<file path="config.mk">
export PLATFORM = sky130hd
export DESIGN_NAME = rsf_reset_seq
export DESIGN_NICKNAME = d
export VERILOG_FILES = /design/src/design/rsf_reset_seq.v
export VERILOG_INCLUDE_DIRS = /design/src /design/src/design
export SDC_FILE = /design/constraint.sdc
export NUM_CORES = 1
export LEC_CHECK = 0
export BUFFER_PORTS_ARGS = -buffer_cell sky130_fd_sc_hd__buf_2
export CAP_MARGIN = 20
export CORE_ASPECT_RATIO = 1.1
export CORE_MARGIN = 2
export CORE_UTILIZATION = 56
export DETAILED_ROUTE_END_ITERATION = 6
export PLACE_DENSITY = 0.77
export SYNTH_ARGS = -nofsm -noshare
export SYNTH_HDL_FRONTEND = slang
export SYNTH_SLANG_ARGS = --single-unit
export TNS_END_PERCENT = 1
</file>
<file path="constraint.sdc">
create_clock -name pclk -period 2.05 [get_ports pclk]
set_input_delay 0.41 -clock pclk [delete_from_list [all_inputs] [get_ports pclk]]
set_output_delay 0.41 -clock pclk [all_outputs]
set_load 0.02 [all_outputs]
</file>
<file path="src/design/rsf_consts.vh">
// Constants for the reset state and reset source block
// ============================================================
// Notes on behaviour
// - Reset loads the program counter from vector bytes 0000H and 0001H.
// - During reset and wait, only the program counter is undefined.
// - Data memory undefined after reset, but kept when reset hits standby.
// - Port latches 2, 3, 12 reset to 00H; their directions to FFH.
// - Memory size resets to CFH; software then writes 42H or 04H.
// - Clock registers reset to 00H, 01H, 80H, 80H, 00H, 00H, 05H.
// - Wide timer count and capture/compare to 0000H; its controls to 00H.
// - Event counter and carrier timer registers all reset to 00H.
// - Watchdog enable resets to 1AH or 9AH, chosen by the option byte.
// - Converter, amplifier and comparator control registers reset to 00H.
// - UART buffers FFH, mode 01H, error status 00H, baud control 1FH.
// - Interrupt requests and edge enables reset to 00H; masks to FFH.
// - Regulator mode control resets to 00H.
// - Watchdog flag: 0 on pin/power/default, 1 on watchdog, else kept.
// - Low-voltage flag: 0 on pin/power/default, kept on watchdog, else 1.
// - Low-voltage controls 00H on all resets, held on ordinary low-voltage.
// - Reading the reset cause register clears it to 00H.
// - After any reset, execution restarts on the internal oscillator.
`ifndef RSF_CONSTS_VH
`define RSF_CONSTS_VH

// ============================================================
// Register indices (byte address is four times the index)
`define RSF_IX_PORT_LATCH   6'd0
`define RSF_IX_PORT_DIR     6'd3
`define RSF_IX_MEM_SIZE     6'd6
`define RSF_IX_CLK_OP       6'd7
`define RSF_IX_PROC_CLK     6'd8
`define RSF_IX_INT_OSC      6'd9
`define RSF_IX_MAIN_OSC     6'd10
`define RSF_IX_MAIN_CLK     6'd11
`define RSF_IX_STAB_TIME    6'd13
`define RSF_IX_WIDE_TIMER   6'd14
`define RSF_IX_NARROW_TIMER 6'd24
`define RSF_IX_WATCHDOG     6'd32
`define RSF_IX_ANALOG       6'd33
`define RSF_IX_UART_RX      6'd40
`define RSF_IX_UART_TX      6'd41
`define RSF_IX_UART_MODE    6'd42
`define RSF_IX_UART_ERR     6'd43
`define RSF_IX_UART_BAUD    6'd44
`define RSF_IX_IRQ_REQ      6'd45
`define RSF_IX_IRQ_MASK     6'd48
`define RSF_IX_EDGE         6'd51
`define RSF_IX_REGULATOR    6'd53
`define RSF_BANK_SIZE       54
`define RSF_IX_LV_CTRL      6'd54
`define RSF_IX_LV_LEVEL     6'd55
`define RSF_IX_CAUSE        6'd56
`define RSF_IX_INT_MASK     6'd57
`define RSF_IX_INT_STATUS   6'd58
`define RSF_IX_STATE        6'd59
`define RSF_IX_PC_LO        6'd60
`define RSF_IX_PC_HI        6'd61

// ============================================================
// Reset values
`define RSF_RV_ZERO      8'h00
`define RSF_RV_ALL_ONES  8'hff
`define RSF_RV_MEM_SIZE  8'hcf
`define RSF_RV_PROC_CLK  8'h01
`define RSF_RV_OSC       8'h80
`define RSF_RV_STAB_TIME 8'h05
`define RSF_RV_WDOG_LOW  8'h1a
`define RSF_RV_WDOG_HIGH 8'h9a
`define RSF_RV_UART_MODE 8'h01
`define RSF_RV_UART_BAUD 8'h1f
`define RSF_VECTOR_LO    16'h0000
`define RSF_VECTOR_HI    16'h0001

// ============================================================
// Field positions
`define RSF_CAUSE_WDOG_BIT 4
`define RSF_CAUSE_LOWV_BIT 0
`define RSF_MAIN_CLK_SEL   0
`define RSF_EV_RUN         0
`define RSF_EV_WDOG        1
`define RSF_EV_LOWV        2

// ============================================================
// Timing: least reset processing time after release
`define RSF_PROC_TIME_NS 12000
`define RSF_CLK_PERIOD_NS 4
`define RSF_PROC_CYC ((`RSF_PROC_TIME_NS + `RSF_CLK_PERIOD_NS - 1) / `RSF_CLK_PERIOD_NS)

`endif

</file>
<file path="src/design/rsf_reset_seq.v">
// Reset state sequencer, reset value bank and reset source flags
`timescale 1ns/1ps
`include "rsf_consts.vh"

module rsf_reset_seq
(
  // APB clock and reset
  input  wire        pclk,
  input  wire        presetn,
  // APB slave
  input  wire        psel,
  input  wire        penable,
  input  wire        pwrite,
  input  wire [7:0]  paddr,
  input  wire [31:0] pwdata,
  output reg  [31:0] prdata,
  output reg         pready,
  output reg         pslverr,
  // Reset sources, asynchronous to pclk
  input  wire        reset_pin_n,
  input  wire        power_on_clear,
  input  wire        watchdog,
  input  wire        lowvolt_detector,
  input  wire        lowvolt_default,
  input  wire        wdog_option,
  // CPU core side
  input  wire        standby,
  input  wire [7:0]  vec_data,
  output reg  [15:0] vec_addr,
  output reg         vec_rd,
  output reg  [15:0] cpu_pc,
  output reg         cpu_run,
  output reg         cpu_clk_internal,
  output reg         ram_keep,
  output reg         periph_reset_n,
  // Interrupt
  output reg         irq
);

  // ============================================================
  // Sequencer states
  localparam ST_RESET = 3'd0;
  localparam ST_WAIT  = 3'd1;
  localparam ST_VLO   = 3'd2;
  localparam ST_VHI   = 3'd3;
  localparam ST_LOAD  = 3'd4;
  localparam ST_RUN   = 3'd5;

  localparam integer PROC_CYC  = `RSF_PROC_CYC;
  localparam [11:0]  PROC_LAST = PROC_CYC[11:0] - 12'd1;

  // ============================================================
  // Reset value of a bank entry
  function [7:0] rst_val;
    input [5:0] ix;
    input       opt;
    begin
      if (ix >= `RSF_IX_PORT_DIR && ix < `RSF_IX_MEM_SIZE)
        rst_val = `RSF_RV_ALL_ONES;
      else if (ix == `RSF_IX_MEM_SIZE)
        rst_val = `RSF_RV_MEM_SIZE;
      else if (ix == `RSF_IX_PROC_CLK)
        rst_val = `RSF_RV_PROC_CLK;
      else if (ix == `RSF_IX_INT_OSC || ix == `RSF_IX_MAIN_OSC)
        rst_val = `RSF_RV_OSC;
      else if (ix == `RSF_IX_STAB_TIME)
        rst_val = `RSF_RV_STAB_TIME;
      else if (ix == `RSF_IX_WATCHDOG)
        rst_val = opt ? `RSF_RV_WDOG_HIGH : `RSF_RV_WDOG_LOW;
      else if (ix == `RSF_IX_UART_RX || ix == `RSF_IX_UART_TX)
        rst_val = `RSF_RV_ALL_ONES;
      else if (ix == `RSF_IX_UART_MODE)
        rst_val = `RSF_RV_UART_MODE;
      else if (ix == `RSF_IX_UART_BAUD)
        rst_val = `RSF_RV_UART_BAUD;
      else if (ix >= `RSF_IX_IRQ_MASK && ix < `RSF_IX_EDGE)
        rst_val = `RSF_RV_ALL_ONES;
      else
        rst_val = `RSF_RV_ZERO;
    end
  endfunction

  // ============================================================
  // Source synchronisers
  reg  [5:0]  sync1_reg;
  reg  [5:0]  sync2_reg;
  wire [5:0]  src_raw;
  wire        pin_rst;
  wire        pwron_rst;
  wire        wdog_rst;
  wire        lowv_rst;
  wire        lowv_dflt;
  wire        opt_s;
  wire        int_rst;
  reg         int_rst_d_reg;
  wire        entry;

  assign src_raw   = {wdog_option, lowvolt_default, lowvolt_detector,
                      watchdog, power_on_clear, ~reset_pin_n};
  assign pin_rst   = sync2_reg[0];
  assign pwron_rst = sync2_reg[1];
  assign wdog_rst  = sync2_reg[2];
  assign lowv_rst  = sync2_reg[3];
  assign lowv_dflt = sync2_reg[4];
  assign opt_s     = sync2_reg[5];
  assign int_rst   = pin_rst | pwron_rst | wdog_rst | lowv_rst;
  assign entry     = int_rst & ~int_rst_d_reg;

  // Pin reset reads as asserted until the pin has been seen high
  always @(posedge pclk or negedge presetn)
  begin
    if (!presetn)
    begin
      sync1_reg     <= 6'h01;
      sync2_reg     <= 6'h01;
      int_rst_d_reg <= 1'b1;
    end
    else
    begin
      sync1_reg     <= src_raw;
      sync2_reg     <= sync1_reg;
      int_rst_d_reg <= int_rst;
    end
  end

  // ============================================================
  // APB decode; one wait state, answer on the second access cycle
  wire [5:0]  idx;
  wire        acc;
  wire        fire;
  wire        wr_fire;
  wire        rd_fire;
  wire        mapped;

  assign idx     = paddr[7:2];
  assign mapped  = (paddr[1:0] == 2'b00) && (idx <= `RSF_IX_PC_HI);
  assign acc     = psel & penable & ~pready;
  assign fire    = psel & penable & pready;
  // Writes are dropped while the internal reset holds the bank
  assign wr_fire = fire & pwrite & mapped & ~int_rst;
  assign rd_fire = fire & ~pwrite & mapped;

  // ============================================================
  // Register bank
  reg  [7:0]  bank [0:`RSF_BANK_SIZE-1];
  reg  [7:0]  lv_ctrl_reg;
  reg  [7:0]  lv_level_reg;
  reg         wdog_flag_reg;
  reg         lowv_flag_reg;
  reg  [2:0]  int_mask_reg;
  reg  [2:0]  int_status_reg;
  reg  [2:0]  state_reg;
  reg  [11:0] wait_cnt_reg;
  integer     i;

  always @(posedge pclk or negedge presetn)
  begin
    if (!presetn)
    begin
      for (i = 0; i < `RSF_BANK_SIZE; i = i + 1)
        bank[i] <= rst_val(i[5:0], 1'b0);
    end
    else
    begin
      for (i = 0; i < `RSF_BANK_SIZE; i = i + 1)
      begin
        if (int_rst)
          bank[i] <= rst_val(i[5:0], opt_s);
        else if (wr_fire && idx == i[5:0])
          bank[i] <= pwdata[7:0];
      end
    end
  end

  // ============================================================
  // Reset cause flags and low-voltage control
  wire clr_class;
  wire wdog_class;
  wire lowv_class;

  // Pin and power-on-clear win over simultaneous internal sources
  assign clr_class  = pin_rst | pwron_rst | (lowv_rst & lowv_dflt);
  assign wdog_class = ~clr_class & wdog_rst;
  assign lowv_class = ~clr_class & ~wdog_rst & lowv_rst;

  always @(posedge pclk or negedge presetn)
  begin
    if (!presetn)
    begin
      wdog_flag_reg <= 1'b0;
      lowv_flag_reg <= 1'b0;
      lv_ctrl_reg   <= `RSF_RV_ZERO;
      lv_level_reg  <= `RSF_RV_ZERO;
    end
    else
    begin
      // A reset entry overrides a clearing read in the same cycle
      if (entry)
      begin
        if (clr_class)
          wdog_flag_reg <= 1'b0;
        else if (wdog_class)
          wdog_flag_reg <= 1'b1;
        if (clr_class)
          lowv_flag_reg <= 1'b0;
        else if (lowv_class)
          lowv_flag_reg <= 1'b1;
      end
      else if (rd_fire && idx == `RSF_IX_CAUSE)
      begin
        wdog_flag_reg <= 1'b0;
        lowv_flag_reg <= 1'b0;
      end
      if (entry && !lowv_class)
      begin
        lv_ctrl_reg  <= `RSF_RV_ZERO;
        lv_level_reg <= `RSF_RV_ZERO;
      end
      else if (wr_fire && idx == `RSF_IX_LV_CTRL)
        lv_ctrl_reg <= pwdata[7:0];
      else if (wr_fire && idx == `RSF_IX_LV_LEVEL)
        lv_level_reg <= pwdata[7:0];
    end
  end

  // ============================================================
  // Start-up sequencer: wait, fetch vector, run
  always @(posedge pclk or negedge presetn)
  begin
    if (!presetn)
    begin
      state_reg        <= ST_RESET;
      wait_cnt_reg     <= 12'h000;
      vec_addr         <= `RSF_VECTOR_LO;
      vec_rd           <= 1'b0;
      cpu_pc           <= 16'h0000;
      cpu_run          <= 1'b0;
      cpu_clk_internal <= 1'b1;
      ram_keep         <= 1'b0;
      periph_reset_n   <= 1'b0;
    end
    else
    begin
      periph_reset_n <= ~int_rst;
      if (entry)
        ram_keep <= standby;
      if (int_rst)
      begin
        // Program counter is not meaningful until the vector load
        state_reg        <= ST_RESET;
        cpu_run          <= 1'b0;
        vec_rd           <= 1'b0;
        cpu_clk_internal <= 1'b1;
      end
      else
      begin
        case (state_reg)
          ST_RESET:
          begin
            wait_cnt_reg <= 12'h000;
            state_reg    <= ST_WAIT;
          end
          ST_WAIT:
          begin
            if (wait_cnt_reg == PROC_LAST)
            begin
              vec_addr  <= `RSF_VECTOR_LO;
              vec_rd    <= 1'b1;
              state_reg <= ST_VLO;
            end
            else
              wait_cnt_reg <= wait_cnt_reg + 12'h001;
          end
          ST_VLO:
          begin
            vec_addr  <= `RSF_VECTOR_HI;
            state_reg <= ST_VHI;
          end
          ST_VHI:
          begin
            cpu_pc[7:0] <= vec_data;
            vec_rd      <= 1'b0;
            state_reg   <= ST_LOAD;
          end
          ST_LOAD:
          begin
            cpu_pc[15:8] <= vec_data;
            cpu_run      <= 1'b1;
            state_reg    <= ST_RUN;
          end
          ST_RUN:
          begin
            // Software may move the CPU to the main clock once running
            cpu_clk_internal <=
              ~bank[`RSF_IX_MAIN_CLK][`RSF_MAIN_CLK_SEL];
          end
          default:
            state_reg <= ST_RESET;
        endcase
      end
    end
  end

  // ============================================================
  // Interrupt status, cleared by read; a new event wins
  wire [2:0] events;

  assign events = {entry & lowv_class, entry & wdog_class,
                   ~int_rst & (state_reg == ST_LOAD)};

  always @(posedge pclk or negedge presetn)
  begin
    if (!presetn)
    begin
      int_status_reg <= 3'b000;
      int_mask_reg   <= 3'b000;
      irq            <= 1'b0;
    end
    else
    begin
      if (rd_fire && idx == `RSF_IX_INT_STATUS)
        int_status_reg <= events;
      else
        int_status_reg <= int_status_reg | events;
      if (wr_fire && idx == `RSF_IX_INT_MASK)
        int_mask_reg <= pwdata[2:0];
      irq <= |(int_status_reg & int_mask_reg);
    end
  end

  // ============================================================
  // APB response
  reg [7:0] rd_byte;

  always @*
  begin
    rd_byte = 8'h00;
    if (idx < `RSF_IX_LV_CTRL)
      rd_byte = bank[idx];
    else
    begin
      case (idx)
        `RSF_IX_LV_CTRL:    rd_byte = lv_ctrl_reg;
        `RSF_IX_LV_LEVEL:   rd_byte = lv_level_reg;
        `RSF_IX_CAUSE:
        begin
          rd_byte[`RSF_CAUSE_WDOG_BIT] = wdog_flag_reg;
          rd_byte[`RSF_CAUSE_LOWV_BIT] = lowv_flag_reg;
        end
        `RSF_IX_INT_MASK:   rd_byte = {5'h00, int_mask_reg};
        `RSF_IX_INT_STATUS: rd_byte = {5'h00, int_status_reg};
        `RSF_IX_STATE:
          rd_byte = {3'h0, cpu_clk_internal, ram_keep, state_reg};
        `RSF_IX_PC_LO:      rd_byte = cpu_pc[7:0];
        `RSF_IX_PC_HI:      rd_byte = cpu_pc[15:8];
        default:            rd_byte = 8'h00;
      endcase
    end
  end

  always @(posedge pclk or negedge presetn)
  begin
    if (!presetn)
    begin
      pready  <= 1'b0;
      pslverr <= 1'b0;
      prdata  <= 32'h0000_0000;
    end
    else
    begin
      pready <= acc;
      if (acc)
      begin
        pslverr <= ~mapped;
        prdata  <= (mapped && !pwrite) ? {24'h00_0000, rd_byte}
                                       : 32'h0000_0000;
      end
      else
      begin
        // Read data stands only with pready, zero in every other cycle
        pslverr <= 1'b0;
        prdata  <= 32'h0000_0000;
      end
    end
  end

endmodule

</file>
==> results.sh, run 1 <==
export IMPL_yosysTopAreaCellShare_pct=43.2
export IMPL_crit_cells=7
export IMPL_overflow=0
export IMPL_hpwl_microns=55800
export IMPL_wl_per_cell_microns=22.8
export IMPL_ys_types=62
export IMPL_place_congestion=1.04
export IMPL_syn_area_sq_um=24900
export IMPL_grt_usage_pct=36.2
export IMPL_synth_seq_cells=517
export IMPL_io_buffers=68
export IMPL_hold_viol=0
export IMPL_end_kind="flip-flop"
export IMPL_slew_headroom_pct=43.1
export IMPL_die_area_sq_um=46100
export IMPL_cts_buffers=52
export IMPL_violations="setup timing"
export IMPL_maxSlewViolCount=0
export IMPL_r2r_start="sync2_reg[2]"
export IMPL_syn_avg_cell_area_sq_um=9.20
export IMPL_grt_pass1_vias=22500
export IMPL_cts_max_path_buffers=3
export IMPL_synth_area_leader_cell="dfrtp_1"
export IMPL_finalClockSkew_ns=0.0103
export IMPL_nFillCells=3095
export IMPL_max_freq_mhz=462
export IMPL_cts_num_sinks=517
export IMPL_synthCells=2704
export IMPL_max_stage_delay_ns=0.40
export IMPL_path_max_fanout=4
export IMPL_layout_drive_gt1_share_pct=28.4
export IMPL_largest_register_ffs=432
export IMPL_placed_area_sq_um=28200
export IMPL_antenna_found_initial=1
export IMPL_final_cells=3638
export IMPL_initial_utilization_pct=57.0
export IMPL_root_buffer="clkbuf_16"
export IMPL_vias=22600
export IMPL_place_inst=3531
export IMPL_critPathRequiredTime_ns=2.58
export IMPL_yosysSeqAreaShare_pct=52.5
export IMPL_drtAntennaViolNets=0
export IMPL_async_flop_share_pct=100
export IMPL_final_nets=3084
export IMPL_die_y_microns=225
export IMPL_multiInputGateArea_sq_um=11600
export IMPL_cellLeakagePower_uw=0.0128
export IMPL_path_buf_inv=2
export IMPL_peakVddDrop_uv=495
export IMPL_cts_tree="yes"
export IMPL_status="finished with violations"
export IMPL_powerDensity_nw_per_um2=730
export IMPL_ys_warn_count=0
export IMPL_io_pin_count=132
export IMPL_antennaDiodeCount=0
export IMPL_startpoint_type="flip-flop"
export IMPL_arrival_ns=2.70
export IMPL_cts_htree_levels=2
export IMPL_synth_edff_count=0
export IMPL_cpLargestDelayFamily="simple AND/OR/NAND/NOR gates"
export IMPL_drc=0
export IMPL_path_cells="nor4_4 > buf_4 > inv_8 > or3_4 > or3_4 > or3_1 > a21oi_2"
export IMPL_core_sq_um=43600
export IMPL_grt_pass1_wl_microns=128000
export IMPL_holdPathStages=2
export IMPL_yosys_top_cells_area="dfrtp_1 (43%), nand2_1 (15%), dfstp_2 (9.3%), a21oi_1 (7.7%), mux4_2 (6.2%)"
export IMPL_clock_latency_ns=0.61
export IMPL_min_period_over_period_pct=106
export IMPL_rsz0062_at_grt="yes"
export IMPL_postLayoutCellArea_sq_um=31000
export IMPL_critPathLaunch="sync2_reg[2]"
export IMPL_grt_start_max_net_pins=149
export IMPL_hold_path_startpoint="vec_data[5]"
export IMPL_critPathKind="reg2reg"
export IMPL_synth_main_ff_cell="dfrtp_1"
export IMPL_crit_slowest_cell="dfrtp_1"
export IMPL_path_clk_slew_ns=0.06
export IMPL_crit_path_frequent_cell="or3_4"
export IMPL_tightest_slew_ns=0.853
export IMPL_reg2reg_depth=7
export IMPL_seq_area_sq_um=13000
export IMPL_die_x_microns=205
export IMPL_setup_violations=74
export IMPL_fin_crit_ns=2.16
export IMPL_cap_violations=0
export IMPL_via_per_inst=6.23
export IMPL_wl_microns=83000
export IMPL_setup_ws_ns=-0.113
export IMPL_drt_iter0_markers=2769
export IMPL_syn2layout_area_growth_pct=24.9
export IMPL_drt_pass1_iterations=6
export IMPL_worst_hold_path_type="in2reg"
export IMPL_rows=80
## repair_timing
item                                    CTS  global route
setup buffers                             1             3
resized for setup                        45           180
pin swaps                                25            58
endpoints found under the setup margin  288           470
hold buffers                              7             0
hold endpoints to repair                 23             0
gates cloned                              0             1
## layer usage
layer	vias up	routed length (microns)	GRT usage [%]
met1	11200	30100	46.4
met5	-	13	0
met4	2	5540	20.3
li1	9761	-	-
met3	331	8440	8.29
met2	1340	38900	57.1
## synthesized netlist by cell type, types with 16 or more instances
library cell,n
nand3_1,85
a22oi_1,18
dfstp_2,88
buf_1,21
mux4_2,68
mux2i_1,97
o21ai_0,43
dfrtp_1,429
nand2_1,982
a21oi_1,382
nor2_1,105
clkbuf_1,122
mux2_2,28
buf_4,46
o22ai_1,16
## path summary, 6_finish.rpt
| check | end | slack [ns] |
|---|---|---|
| min reg2reg | sync2_reg[2] | 0.35 |
| max | wait_cnt_reg[9] | -0.11 |
| max in group asynchronous | bank[72] | 0.90 |
| max reg2reg | wait_cnt_reg[9] | -0.11 |
| min | cpu_pc[13] | 0.05 |
| min in group asynchronous | bank[340] | 0.31 |
## metrics by stage
stage | setup slack (ns) | power [uW] | TNS (ns) | utilization [%] | hold slack [ns]
after floorplan | -0.172 | 11300 | -24.81 | - | 0.114
after global placement | -0.628 | 12100 | -91.57 | 64.6 | 0.337
after detailed placement | -0.624 | 12100 | -102.23 | 64.6 | 0.336
after CTS | -0.126 | 22700 | -0.808 | 69.5 | 0.0395
after global routing | -0.193 | 23200 | -25.40 | 71.1 | 0.0413
final | -0.113 | 22700 | -2.26 | 71.1 | 0.0498
## logic make-up after synthesis
| kind of cell | Yosys count | synth area share [%] |
|---|---|---|
| buffers and inverters | 209 | 3.92 |
| AO/OA/AOI/OAI | 534 | 12.0 |
| AND/OR/NAND/NOR | 1244 | 20.0 |
| multiplexers | 193 | 11.3 |
| other | 1 | 0.0151 |
| XOR/XNOR | 5 | 0.176 |
| adder cells (fa/ha/maj) | 1 | 0.0503 |
| flip-flops | 517 | 52.5 |
## area by class of cell
| class | instances | area share, % |
|---|---|---|
| sequential | 517 | 42.0 |
| inverter | 5 | 0.0846 |
| tap | 574 | 2.31 |
| multi-input combinational | 2016 | 37.5 |
| clock buffer | 75 | 5.02 |
| clock inverter | 20 | 1.16 |
| timing repair buffer | 431 | 11.9 |
## cells in the final DEF, fill, tap and decap left out, types with 65 or more instances in the layout
master	netlist	layout
nand2_1	982	960
mux4_2	68	68
mux2i_1	97	95
dfrtp_1	429	429
buf_2	15	65
a21oi_2	0	98
nand3_1	85	85
dfstp_2	88	88
nor2_1	105	75
a21oi_1	382	284
buf_4	46	285
## power breakdown
group          total, uW  internal, uW  switching (uW)
Combinational       1730           571            1160
Clock              10600          6530            4110
Sequential         10300         10300            40.6
(Power assumes the default switching activity.)
==> run 2: changes to the inputs <==
--- a/config.mk
+++ b/config.mk
@@ -6,13 +6,14 @@
 export SDC_FILE = /design/constraint.sdc
 export NUM_CORES = 1
 export LEC_CHECK = 0
-export BUFFER_PORTS_ARGS = -buffer_cell sky130_fd_sc_hd__buf_2
+export BUFFER_PORTS_ARGS = -buffer_cell sky130_fd_sc_hd__buf_4
 export CAP_MARGIN = 20
 export CORE_ASPECT_RATIO = 1.1
 export CORE_MARGIN = 2
-export CORE_UTILIZATION = 56
+export CORE_UTILIZATION = 58
+export CTS_BUF_LIST = sky130_fd_sc_hd__clkbuf_4 sky130_fd_sc_hd__clkbuf_8
 export DETAILED_ROUTE_END_ITERATION = 6
-export PLACE_DENSITY = 0.77
+export PLACE_DENSITY = 0.79
 export SYNTH_ARGS = -nofsm -noshare
 export SYNTH_HDL_FRONTEND = slang
 export SYNTH_SLANG_ARGS = --single-unit
==> constraint.sdc (replaced) <==
create_clock -name pclk -period 1.8 [get_ports pclk]
set_input_delay 0.36 -clock pclk [delete_from_list [all_inputs] [get_ports pclk]]
set_output_delay 0.36 -clock pclk [all_outputs]
set_load 0.02 [all_outputs]
==> run 2 against run 1 <==
Cell count is 1.7% higher. Clock skew is 0.023 ns higher. Register-to-register slack worse by 0.54 ns. Sequential share of layout area is 0.35 points lower. The run ends with slew limit, setup timing left. Critical path depth is 1 lower. First-iteration DRC count is 7.7% higher. Core utilization is 2.9 points higher. Critical endpoint is now bank[5]. Setup slack worse by 0.54 ns.
==> results.sh, run 2 (same netlist as run 1, synthesis figures left out) <==
export IMPL_layout_drive_gt1_share_pct=29.2
export IMPL_place_congestion=1.02
export IMPL_final_cells=3699
export IMPL_violations="slew limit, setup timing"
export IMPL_io_buffers=68
export IMPL_min_period_over_period_pct=136
export IMPL_largest_register_ffs=432
export IMPL_slew_headroom_pct=-0.835
export IMPL_finalClockSkew_ns=0.0329
export IMPL_cap_violations=0
export IMPL_rows=79
export IMPL_setup_violations=481
export IMPL_die_x_microns=201
export IMPL_worst_hold_path_type="in2reg"
export IMPL_clock_latency_ns=0.69
export IMPL_path_clk_slew_ns=0.06
export IMPL_antennaDiodeCount=0
export IMPL_grt_pass1_wl_microns=131000
export IMPL_via_per_inst=6.27
export IMPL_overflow=0
export IMPL_cts_htree_levels=3
export IMPL_grt_usage_pct=38.1
export IMPL_grt_start_max_net_pins=256
export IMPL_end_kind="flip-flop"
export IMPL_cts_max_path_buffers=3
export IMPL_critPathKind="reg2reg"
export IMPL_wl_microns=84900
export IMPL_max_freq_mhz=407
export IMPL_cts_tree="yes"
export IMPL_die_area_sq_um=44500
export IMPL_cts_num_sinks=517
export IMPL_tightest_slew_ns=1.51
export IMPL_root_buffer="clkbuf_8"
export IMPL_grt_pass1_vias=23000
export IMPL_nFillCells=2884
export IMPL_critPathRequiredTime_ns=2.35
export IMPL_max_stage_delay_ns=0.46
export IMPL_setup_ws_ns=-0.656
export IMPL_wl_per_cell_microns=22.9
export IMPL_vias=23200
export IMPL_initial_utilization_pct=58.8
export IMPL_arrival_ns=3.01
export IMPL_cellLeakagePower_uw=0.0131
export IMPL_antenna_found_initial=1
export IMPL_holdWs_ns=0.0693
export IMPL_holdPathStages=3
export IMPL_crit_slowest_cell="a21oi_1"
export IMPL_syn2layout_area_growth_pct=25.9
export IMPL_fin_crit_ns=2.46
export IMPL_hpwl_microns=57400
export IMPL_drt_iter0_markers=2981
export IMPL_dp_worst_setup_slack_ns=-0.678
export IMPL_drtAntennaViolNets=0
export IMPL_final_cell_mix="nand2_1 (929), dfrtp_1 (429), a21oi_1 (354)"
export IMPL_drc=0
export IMPL_status="finished with violations"
export IMPL_path_cells="nor4_4 > buf_12 > inv_8 > buf_4 > buf_16 > a21oi_1"
export IMPL_final_nets=3126
export IMPL_final_util_pct=74.0
export IMPL_reg2reg_depth=6
export IMPL_p_total_uw=25000
export IMPL_powerDensity_nw_per_um2=798
export IMPL_core_sq_um=42300
export IMPL_io_pin_count=132
export IMPL_drt_pass1_iterations=6
export IMPL_path_max_fanout=255
export IMPL_cts_buffers=84
export IMPL_place_inst=3524
export IMPL_final_common_cell="nand2_1"
export IMPL_die_y_microns=221
export IMPL_maxSlewViolCount=51
export IMPL_rsz0062_at_grt="yes"
export IMPL_peakVddDrop_uv=847
export IMPL_startpoint_type="flip-flop"
export IMPL_hold_viol=0
## run 2: changes by cell type in the layout (fill, tap and decap cells not counted), sizes merged
cell         delta
clkinv         +12
bufinv          -7
clkbuf         +51
dlygate4sd3    +11
buf             -1
clkinvlp        +2
## run 2: layout make-up
| type | instances | area, sq um | area share, % |
|---|---|---|---|
| Clock buffer | 126 | 1610 | 5.14 |
| Multi-Input combinational cell | 2016 | 11600 | 37.1 |
| Tap cell | 567 | 709 | 2.27 |
| Timing Repair Buffer | 441 | 4080 | 13.0 |
| Clock inverter | 27 | 230 | 0.735 |
| Sequential cell | 517 | 13000 | 41.7 |
| Inverter | 5 | 26.3 | 0.0839 |
## run 2: metrics by stage
stage	TNS, ns	area (sq um)
2_1_floorplan	-100.44	25100
3_3_place_gp	-184.58	28400
3_5_place_dp	-202.61	28400
4_1_cts	-136.85	30800
5_1_grt	-191.64	31300
6_report	-178.56	31300
## run 2: path summary, 6_finish.rpt
kind / slack [ns] / to / start
worst max-delay path: -0.66 / bank[5] / sync2_reg[3]
worst min-delay path: 0.07 / bank[382] / pwdata[6]
worst max register to register: -0.66 / bank[5] / sync2_reg[3]
worst min register to register: 0.34 / sync2_reg[1] / sync1_reg[1]
max in group asynchronous: 0.73 / bank[320] / presetn
min in group asynchronous: 0.20 / cpu_pc[12] / presetn
## run 2: power breakdown
| group | total (uW) | internal [uW] | switching [uW] |
|---|---|---|---|
| sequential | 11700 | 11700 | 54.7 |
| clock | 11200 | 6180 | 4980 |
| combinational | 2060 | 729 | 1330 |
| total | 25000 | 18600 | 6370 |
## run 2: what timing repair did
action	CTS	global route
setup endpoints to repair	488	491
hold buffers	18	0
pin swaps	13	26
resized for setup	96	130
hold endpoints to repair	246	0
gates cloned	1	1
buffers inserted	2	0
## run 2: layer usage
layer / part of all wire (%) / global-route usage, %
met1: 36 / 49.5
met2: 46 / 58.9
met3: 11 / 8.38
met4: 6.2 / 23.1
met5: 0.020 / 0
## run 2: critical path, delay by kind of cell (launching register included)
family	cells	cell delay [ns]
buf+inv	4	0.58
compound gates	1	0.46
flops	1	0.41
simple gates	1	0.36
